## src/include/pirf_pkg.sv

```systemverilog
// package: register map, field layout, modes and event carriers
package pirf_pkg;

    // register byte offsets on the apb bus
    localparam logic [7:0] PIRF_OFS_CC_FLAGS  = 8'h00;
    localparam logic [7:0] PIRF_OFS_MOW_FLAGS = 8'h04;
    localparam logic [7:0] PIRF_OFS_CC_MASK   = 8'h08;
    localparam logic [7:0] PIRF_OFS_MOW_MASK  = 8'h0C;
    localparam logic [7:0] PIRF_OFS_MODE      = 8'h10;

    // data layout: one byte of register in the low lane
    localparam int PIRF_DW    = 8;
    localparam int PIRF_PAD_W = 24;
    localparam int PIRF_LANE0 = 0;
    localparam int PIRF_MOW_BASE = 8;

    // capture/compare flag register bits
    localparam int PIRF_CC_U1_BIT = 0;
    localparam int PIRF_CC_U2_BIT = 1;
    // memory/oscillator/waveform flag register bits
    localparam int PIRF_MOW_CWG_BIT = 0;
    localparam int PIRF_MOW_NCO_BIT = 4;
    localparam int PIRF_MOW_NVM_BIT = 5;

    // implemented bit masks, all else reads zero
    localparam logic [7:0] PIRF_CC_IMPL  = 8'h03;
    localparam logic [7:0] PIRF_MOW_IMPL = 8'h31;

    // reset values
    localparam logic [7:0] PIRF_FLAG_RST = 8'h00;
    localparam logic [7:0] PIRF_MASK_RST = 8'h00;
    localparam logic [7:0] PIRF_MODE_RST = 8'h00;

    // unit mode field, two bits per unit
    localparam int PIRF_MODE_W      = 2;
    localparam int PIRF_MODE_U1_LSB = 0;
    localparam int PIRF_MODE_U2_LSB = 2;
    localparam logic [7:0] PIRF_MODE_IMPL = 8'h0F;

    // unit mode codes
    localparam logic [1:0] PIRF_MODE_CAPTURE = 2'h0;
    localparam logic [1:0] PIRF_MODE_COMPARE = 2'h1;
    localparam logic [1:0] PIRF_MODE_PWM     = 2'h2;
    localparam logic [1:0] PIRF_MODE_OFF     = 2'h3;

    // events of one capture/compare/pulse-width unit
    typedef struct packed {
        logic capture;   // one-cycle pulse on a capture
        logic compare;   // one-cycle pulse on a compare match
        logic pwm_out;   // pulse-width output level
    } pirf_unit_ev_t;

    // events of memory, oscillator and waveform generator
    typedef struct packed {
        logic mem_done;      // one-cycle pulse, operation complete
        logic rollover;      // one-cycle pulse, accumulator wrap
        logic shutdown_lvl;  // level, high while in shutdown
    } pirf_misc_ev_t;

endpackage : pirf_pkg

```

## src/verilog/pirf_irq_flags.sv

```systemverilog
// peripheral interrupt flag registers with apb slave and masked irq
`timescale 1ns/1ps
`default_nettype none
module pirf_irq_flags (
    // clock and reset
    input  wire logic                   clk_sys_i,
    input  wire logic                   rst_n_i,
    // apb slave
    input  wire logic                   psel_i,
    input  wire logic                   penable_i,
    input  wire logic                   pwrite_i,
    input  wire logic [7:0]             paddr_i,
    input  wire logic [31:0]            pwdata_i,
    input  wire logic [3:0]             pstrb_i,
    output logic      [31:0]            prdata_o,
    output logic                        pready_o,
    output logic                        pslverr_o,
    // peripheral events
    input  wire pirf_pkg::pirf_unit_ev_t unit1_ev_i,
    input  wire pirf_pkg::pirf_unit_ev_t unit2_ev_i,
    input  wire pirf_pkg::pirf_misc_ev_t misc_ev_i,
    // interrupt
    output logic                        irq_o
);

    // bus phase and decode
    logic        setup_w;       // setup cycle of a transfer
    logic        done_w;        // access edge at which transfer ends
    logic        wr_en_w;       // write takes effect this edge
    logic        hit_cc_w;      // capture flag register addressed
    logic        hit_mow_w;     // second flag register addressed
    logic        hit_ccm_w;     // capture mask addressed
    logic        hit_mowm_w;    // second mask addressed
    logic        hit_mode_w;    // mode register addressed
    logic        mapped_w;      // any register addressed
    logic [7:0]  wbyte_w;       // written byte
    logic [7:0]  rbyte_w;       // selected read byte
    logic [31:0] rdata_w;       // padded read word

    // registers
    logic [31:0] prdata_r;      // read data to bus
    logic        pready_r;      // ready to bus
    logic        pslverr_r;     // error to bus
    logic        irq_r;         // interrupt output
    logic [7:0]  cc_mask_r;     // enables for capture flags
    logic [7:0]  mow_mask_r;    // enables for second flags
    logic [7:0]  mode_r;        // unit mode selects
    logic        irq_nxt;       // next interrupt level

    // flags and their controls, second register in the upper byte
    logic [15:0] flags_q;       // all flag bits
    logic [15:0] set_vec;       // hardware set per bit
    logic [15:0] wr_vec;        // software write per bit
    logic [15:0] wdata_vec;     // software value per bit
    // implemented bits, fixed at elaboration for the generate below
    localparam logic [15:0] IMPL_VEC = {pirf_pkg::PIRF_MOW_IMPL,
                                        pirf_pkg::PIRF_CC_IMPL};

    // unit event selection
    logic [1:0]  mode_u1_w;     // unit one mode
    logic [1:0]  mode_u2_w;     // unit two mode
    logic        u1_fall_w;     // unit one output trailing edge
    logic        u2_fall_w;     // unit two output trailing edge
    logic        cwg_rise_w;    // shutdown entry
    logic        u1_set_w;      // unit one qualifying event
    logic        u2_set_w;      // unit two qualifying event

    // apb phases
    assign setup_w = psel_i & ~penable_i;
    assign done_w  = psel_i & penable_i & pready_r;
    assign wr_en_w = done_w & pwrite_i & pstrb_i[pirf_pkg::PIRF_LANE0];
    assign wbyte_w = pwdata_i[pirf_pkg::PIRF_DW-1:0];

    // address decode
    assign hit_cc_w   = (paddr_i == pirf_pkg::PIRF_OFS_CC_FLAGS);
    assign hit_mow_w  = (paddr_i == pirf_pkg::PIRF_OFS_MOW_FLAGS);
    assign hit_ccm_w  = (paddr_i == pirf_pkg::PIRF_OFS_CC_MASK);
    assign hit_mowm_w = (paddr_i == pirf_pkg::PIRF_OFS_MOW_MASK);
    assign hit_mode_w = (paddr_i == pirf_pkg::PIRF_OFS_MODE);
    assign mapped_w   = hit_cc_w | hit_mow_w | hit_ccm_w | hit_mowm_w
                      | hit_mode_w;

    // read mux, unimplemented bits come back as zero
    always_comb begin
        if (hit_cc_w) begin
            rbyte_w = flags_q[7:0] & pirf_pkg::PIRF_CC_IMPL;
        end else if (hit_mow_w) begin
            rbyte_w = flags_q[15:8] & pirf_pkg::PIRF_MOW_IMPL;
        end else if (hit_ccm_w) begin
            rbyte_w = cc_mask_r;
        end else if (hit_mowm_w) begin
            rbyte_w = mow_mask_r;
        end else if (hit_mode_w) begin
            rbyte_w = mode_r;
        end else begin
            rbyte_w = 8'h00;
        end
    end
    assign rdata_w = {{pirf_pkg::PIRF_PAD_W{1'b0}}, rbyte_w};

    // bus answer: ready in the first access cycle, data from setup
    always_ff @(posedge clk_sys_i or negedge rst_n_i) begin
        if (!rst_n_i) begin
            pready_r  <= 1'b0;
            pslverr_r <= 1'b0;
            prdata_r  <= 32'h0000_0000;
        end else begin
            pready_r <= setup_w;
            if (setup_w) begin
                pslverr_r <= ~mapped_w;
                prdata_r  <= pwrite_i ? 32'h0000_0000 : rdata_w;
            end else if (done_w) begin
                pslverr_r <= 1'b0;
            end
        end
    end

    // mask and mode registers, unused bits never stored
    always_ff @(posedge clk_sys_i or negedge rst_n_i) begin
        if (!rst_n_i) begin
            cc_mask_r  <= pirf_pkg::PIRF_MASK_RST;
            mow_mask_r <= pirf_pkg::PIRF_MASK_RST;
            mode_r     <= pirf_pkg::PIRF_MODE_RST;
        end else if (wr_en_w) begin
            if (hit_ccm_w) begin
                cc_mask_r <= wbyte_w & pirf_pkg::PIRF_CC_IMPL;
            end else if (hit_mowm_w) begin
                mow_mask_r <= wbyte_w & pirf_pkg::PIRF_MOW_IMPL;
            end else if (hit_mode_w) begin
                mode_r <= wbyte_w & pirf_pkg::PIRF_MODE_IMPL;
            end
        end
    end

    // mode fields per unit
    assign mode_u1_w = mode_r[pirf_pkg::PIRF_MODE_U1_LSB +:
                              pirf_pkg::PIRF_MODE_W];
    assign mode_u2_w = mode_r[pirf_pkg::PIRF_MODE_U2_LSB +:
                              pirf_pkg::PIRF_MODE_W];

    // trailing edge of unit one pulse-width output
    pirf_edge_det #(.FALLING(1'b1)) u_u1_fall (
        .clk_sys_i (clk_sys_i),
        .rst_n_i   (rst_n_i),
        .level_i   (unit1_ev_i.pwm_out),
        .edge_o    (u1_fall_w)
    );

    // trailing edge of unit two pulse-width output
    pirf_edge_det #(.FALLING(1'b1)) u_u2_fall (
        .clk_sys_i (clk_sys_i),
        .rst_n_i   (rst_n_i),
        .level_i   (unit2_ev_i.pwm_out),
        .edge_o    (u2_fall_w)
    );

    // entry into waveform generator shutdown
    pirf_edge_det #(.FALLING(1'b0)) u_cwg_rise (
        .clk_sys_i (clk_sys_i),
        .rst_n_i   (rst_n_i),
        .level_i   (misc_ev_i.shutdown_lvl),
        .edge_o    (cwg_rise_w)
    );

    // mode picks which unit event qualifies
    assign u1_set_w =
        (mode_u1_w == pirf_pkg::PIRF_MODE_CAPTURE) ? unit1_ev_i.capture :
        (mode_u1_w == pirf_pkg::PIRF_MODE_COMPARE) ? unit1_ev_i.compare :
        (mode_u1_w == pirf_pkg::PIRF_MODE_PWM)     ? u1_fall_w : 1'b0;
    assign u2_set_w =
        (mode_u2_w == pirf_pkg::PIRF_MODE_CAPTURE) ? unit2_ev_i.capture :
        (mode_u2_w == pirf_pkg::PIRF_MODE_COMPARE) ? unit2_ev_i.compare :
        (mode_u2_w == pirf_pkg::PIRF_MODE_PWM)     ? u2_fall_w : 1'b0;

    // set vector, no enable or mask takes part
    always_comb begin
        set_vec = 16'h0000;
        set_vec[pirf_pkg::PIRF_CC_U1_BIT] = u1_set_w;
        set_vec[pirf_pkg::PIRF_CC_U2_BIT] = u2_set_w;
        set_vec[pirf_pkg::PIRF_MOW_BASE + pirf_pkg::PIRF_MOW_NVM_BIT] =
            misc_ev_i.mem_done;
        set_vec[pirf_pkg::PIRF_MOW_BASE + pirf_pkg::PIRF_MOW_NCO_BIT] =
            misc_ev_i.rollover;
        set_vec[pirf_pkg::PIRF_MOW_BASE + pirf_pkg::PIRF_MOW_CWG_BIT] =
            cwg_rise_w;
    end

    // software write strobes and data per flag bit
    assign wr_vec    = {{8{wr_en_w & hit_mow_w}}, {8{wr_en_w & hit_cc_w}}};
    assign wdata_vec = {wbyte_w, wbyte_w};

    // one flag cell per implemented bit, others tied low
    genvar gi;
    generate
        for (gi = 0; gi < 16; gi++) begin : g_flag
            if (IMPL_VEC[gi]) begin : g_cell
                pirf_flag_cell u_cell (
                    .clk_sys_i (clk_sys_i),
                    .rst_n_i   (rst_n_i),
                    .set_i     (set_vec[gi]),
                    .wr_i      (wr_vec[gi]),
                    .wdata_i   (wdata_vec[gi]),
                    .q_o       (flags_q[gi])
                );
            end else begin : g_none
                assign flags_q[gi] = 1'b0;
            end
        end
    endgenerate

    // interrupt level, high while any unmasked flag is set
    assign irq_nxt = |(flags_q & {mow_mask_r, cc_mask_r});

    // registered interrupt output
    always_ff @(posedge clk_sys_i or negedge rst_n_i) begin
        if (!rst_n_i) begin
            irq_r <= 1'b0;
        end else begin
            irq_r <= irq_nxt;
        end
    end

    // outputs straight from flops
    assign prdata_o  = prdata_r;
    assign pready_o  = pready_r;
    assign pslverr_o = pslverr_r;
    assign irq_o     = irq_r;
endmodule : pirf_irq_flags
`default_nettype wire

```

## src/verilog/pirf_edge_det.sv

```systemverilog
// single edge detector on a same-clock level
`timescale 1ns/1ps
`default_nettype none
module pirf_edge_det #(
    parameter bit FALLING = 1'b0   // 1 detects falling, 0 rising
) (
    // clock and reset
    input  wire logic clk_sys_i,
    input  wire logic rst_n_i,
    // level in, edge out
    input  wire logic level_i,
    output logic      edge_o
);

    logic prev_r;   // level one cycle ago

    // remember previous level
    always_ff @(posedge clk_sys_i or negedge rst_n_i) begin
        if (!rst_n_i) begin
            prev_r <= 1'b0;
        end else begin
            prev_r <= level_i;
        end
    end

    // edge of the chosen polarity, same cycle as the change
    assign edge_o = FALLING ? (prev_r & ~level_i) : (~prev_r & level_i);

endmodule : pirf_edge_det
`default_nettype wire

```

## src/verilog/pirf_flag_cell.sv

```systemverilog
// one sticky flag bit, software writable, hardware settable
`timescale 1ns/1ps
`default_nettype none
module pirf_flag_cell (
    // clock and reset
    input  wire logic clk_sys_i,
    input  wire logic rst_n_i,
    // hardware set and software write
    input  wire logic set_i,
    input  wire logic wr_i,
    input  wire logic wdata_i,
    // flag value
    output logic      q_o
);

    logic flag_r;     // stored flag
    logic flag_nxt;   // next flag value

    // set wins over a written zero so no event is lost
    assign flag_nxt = set_i | (wr_i ? wdata_i : flag_r);

    // flag store, cleared by every reset
    always_ff @(posedge clk_sys_i or negedge rst_n_i) begin
        if (!rst_n_i) begin
            flag_r <= 1'b0;
        end else begin
            flag_r <= flag_nxt;
        end
    end

    assign q_o = flag_r;

endmodule : pirf_flag_cell
`default_nettype wire

```

## config.mk

```make
export PLATFORM = sky130hd
export DESIGN_NAME = pirf_irq_flags
export DESIGN_NICKNAME = d
export VERILOG_FILES = /design/src/include/pirf_pkg.sv /design/src/verilog/pirf_irq_flags.sv /design/src/verilog/pirf_edge_det.sv /design/src/verilog/pirf_flag_cell.sv
export SDC_FILE = /design/constraint.sdc
export NUM_CORES = 1
export LEC_CHECK = 0
export ABC_AREA = 1
export BUFFER_PORTS_ARGS = -buffer_cell sky130_fd_sc_hd__clkbuf_2
export CAP_MARGIN = 20
export CORE_MARGIN = 2
export CORE_UTILIZATION = 39
export DETAILED_ROUTE_END_ITERATION = 12
export PLACE_DENSITY = 0.77
export SLEW_MARGIN = 15
export SYNTH_ARGS = -nofsm -noshare
export SYNTH_HDL_FRONTEND = slang
export SYNTH_SLANG_ARGS = --single-unit
```

## constraint.sdc

```tcl
create_clock -name clk_sys_i -period 1 [get_ports clk_sys_i]
set_input_delay 0 -clock clk_sys_i [delete_from_list [all_inputs] [get_ports clk_sys_i]]
set_output_delay 0 -clock clk_sys_i [all_outputs]
set_load 0.02 [all_outputs]
```

==> impl_metrics.env <==
export IMPL_synthXorXnorAreaFrac_pct=0
export IMPL_drt_first_pass_iters=4
export IMPL_setup_viol=14
export IMPL_synth_mux_area_share_pct=0
export IMPL_synth_top_family_by_area="simple AND/OR/NAND/NOR gates"
export IMPL_start_kind="flop"
export IMPL_die_area_mm2=0.00442
export IMPL_first_iter_violations=33
export IMPL_status="complete, but fails checks"
export IMPL_synth_simple_area_share_pct=27.2
export IMPL_yosys_area_top_type="dfrtp_1"
export IMPL_vdd_drop_max_mv=0.406
export IMPL_crit_fanout=6
export IMPL_start_util_pct=41.0
export IMPL_yosys_area_share_adder_pct=0
export IMPL_cp_slowest_cell="dfrtp_2"
export IMPL_grt_overflow=0
export IMPL_synth_compound_gate_area_share_pct=10.4
export IMPL_worstSetupPathType="flop to flop"
export IMPL_synth_cells=193
export IMPL_rows=22
export IMPL_grt_use_total_pct=16.4
export IMPL_hpwl_um=2430
export IMPL_reg2reg_depth=7
export IMPL_synth_most_common_cell="nand2_1"
export IMPL_finClkSkew_ps=1.15
export IMPL_hold_viol_final=0
export IMPL_ys_ff_latch=26
export IMPL_grt_pass1_wl_um=5580
export IMPL_power_density_mw_per_mm2=1030
export IMPL_failed_checks="setup timing"
export IMPL_synth_common_cells="55 x nand2_1, 26 x buf_4, 26 x dfrtp_1, 15 x inv_1, 12 x nor2_1"
export IMPL_ioPinCount=93
export IMPL_setup_ws_ps=-190
export IMPL_fmax_mhz=840
export IMPL_gp_congestion=0.804
export IMPL_insertion_delay_ps=280
export IMPL_via_per_inst=4.50
export IMPL_cap_violations=0
export IMPL_layout_drive_gt1_share_pct=34.8
export IMPL_die_w_um=66.5
export IMPL_antenna_found_initial=0
export IMPL_whs_ps=41.9
export IMPL_io_buffers=37
export IMPL_worst_path_largest_cell_delay_ps=380
export IMPL_synthDistinctLibCells=27
export IMPL_tritoncts="built"
export IMPL_grt_start_max_net_pins=15
export IMPL_vias=1405
export IMPL_synth_flop_cell="dfrtp_1"
export IMPL_crit_top_cell="nand3_2"
export IMPL_drc_errors=0
export IMPL_finalMaxSlewViolations=0
export IMPL_hold_class="primary input to flop"
export IMPL_ant_nets=0
export IMPL_diodes=0
export IMPL_yosysWarnings=0
export IMPL_synth_area_leaders="dfrtp_1 43%, nand2_1 14%, buf_4 13%"
export IMPL_fp_dieH_um=66.5
export IMPL_synth_edf_count=0
export IMPL_async_flop_share_pct=100
export IMPL_clk_pin_slew_ps=90
export IMPL_crit_chain="nand2_2 -> nor2_2 -> nand3_2 -> inv_4 -> nand3_2 -> nand2_1 -> o21ai_1"
export IMPL_core_mm2=0.00372
export IMPL_cts_buffers=3
export IMPL_clk_path_buf_depth=2
export IMPL_root_buffer="clkbuf_8"
export IMPL_final_cells=312
export IMPL_end_kind="flop"
export IMPL_synth_avg_cell_area_um2=7.89
export IMPL_yosysSeqAreaShare_pct=42.7
export IMPL_final_setup_tns_ps=-2160
export IMPL_timing_final_crit_share_pct=119
export IMPL_synth_area_mm2=0.00152
export IMPL_final_nets=323
export IMPL_p_leak_nw=1.11
export IMPL_cp_required_ps=1170
export IMPL_place_inst=292
export IMPL_whs_path_depth=4
export IMPL_grt_pass1_vias=1349
export IMPL_routed_wl_um=3340
export IMPL_wl_per_cell_um=10.7
export IMPL_cts_sinks=26
export IMPL_synthToLayoutAreaGrowth_pct=35.7
export IMPL_cp_num_cells=7
export IMPL_arrival_ps=1360
export IMPL_fin_crit_ps=1190
export IMPL_rsz0062_at_grt="yes"
export IMPL_h_tree_depth=1
export IMPL_worst_path_buf_inv=1
export IMPL_crit_family="simple AND/OR/NAND/NOR gates"
export IMPL_synth_top_area_share_pct=42.7
## per-layer routing
layer	track usage [%]	part of all wire [%]
met5	0	0
met1	19.6	41
met4	7.40	2.9
met3	3.04	7.0
met2	28.5	50
## area by class of cell
cell class / instances / area (um^2)
well taps: 48 / 60.1
flip-flops and latches: 26 / 653
multi-input cells: 141 / 722
inverters: 23 / 88.8
repair buffers: 70 / 487
fillers: 361 / 1650
clock buffers: 4 / 55.1
## through the flow
| stage | utilization, % | worst slack (ps) | area (um^2) | power, mW |
|---|---|---|---|---|
| floorplan | - | -190 | 1620 | 1.34 |
| global placement | 48.3 | -147 | 1800 | 1.39 |
| detailed placement | 48.3 | -183 | 1800 | 1.39 |
| CTS | 54.7 | -180 | 2030 | 2.12 |
| global route | 55.6 | -277 | 2070 | 2.21 |
| finish | 55.6 | -190 | 2070 | 2.12 |
## what timing repair did
item / 4_1_cts / 5_1_grt
gates cloned: 0 / 0
resized for setup: 6 / 9
hold buffers: 15 / 0
setup endpoints to repair: 14 / 16
hold endpoints to repair: 42 / 0
pin swaps: 0 / 6
setup buffers: 1 / 0
## cells in the final DEF (no fill, tap or decap), drive strengths merged
cell         count
o211ai           3
and2             1
inv             23
nor3             1
conb            26
buf             18
a221oi           1
a21oi            5
nor2            16
o221ai           1
nand4            1
nor3b            2
nand2           59
dfrtp           26
dlygate4sd3     15
o31ai            2
o21ai           10
o32ai            2
clkbuf          41
nand3           11
## tightest hold or removal path, stage by stage
cell	delay [ps]
clkbuf_2	120
nor2_1	60
nand2_1	70
nand2_1	40
## registers in the layout, summed over array words and instances (netlist names)
name	flops
cc_mask_r	2
g_flag.g_cell.u_cell.q_o	5
irq_o	1
mode_r	4
mow_mask_r	3
prdata_o	6
pready_o	1
pslverr_o	1
u_cwg_rise.prev_r	1
u_u1_fall.prev_r	1
u_u2_fall.prev_r	1
## cell families (layout without fill, tap and decap cells)
| family | Yosys count | after routing |
|---|---|---|
| AO/OA/AOI/OAI | 24 | 24 |
| flip-flops | 26 | 26 |
| other | 1 | 26 |
| AND/OR/NAND/NOR | 91 | 91 |
| buffers and inverters | 51 | 97 |
## final timing paths
path	to	slack [ps]	start
worst max-delay path	mow_mask_r[4]$_DFFE_PN0P_	-190	pready_o$_DFF_PN0_
worst min-delay path	prdata_o[1]$_DFFE_PN0P_	40	pwrite_i
worst max register to register	mow_mask_r[4]$_DFFE_PN0P_	-190	pready_o$_DFF_PN0_
worst min register to register	prdata_o[0]$_DFFE_PN0P_	490	prdata_o[0]$_DFFE_PN0P_
max in group asynchronous	mode_r[0]$_DFFE_PN0P_	410	rst_n_i
min in group asynchronous	prdata_o[5]$_DFFE_PN0P_	180	rst_n_i
## where the power goes
| part | internal, mW | switching, mW | total (mW) |
|---|---|---|---|
| clock | 0.353 | 0.341 | 0.694 |
| sequential | 1.07 | 0.00750 | 1.07 |
| combinational | 0.131 | 0.220 | 0.351 |
No activity file was read; power rests on OpenSTA's default activity.
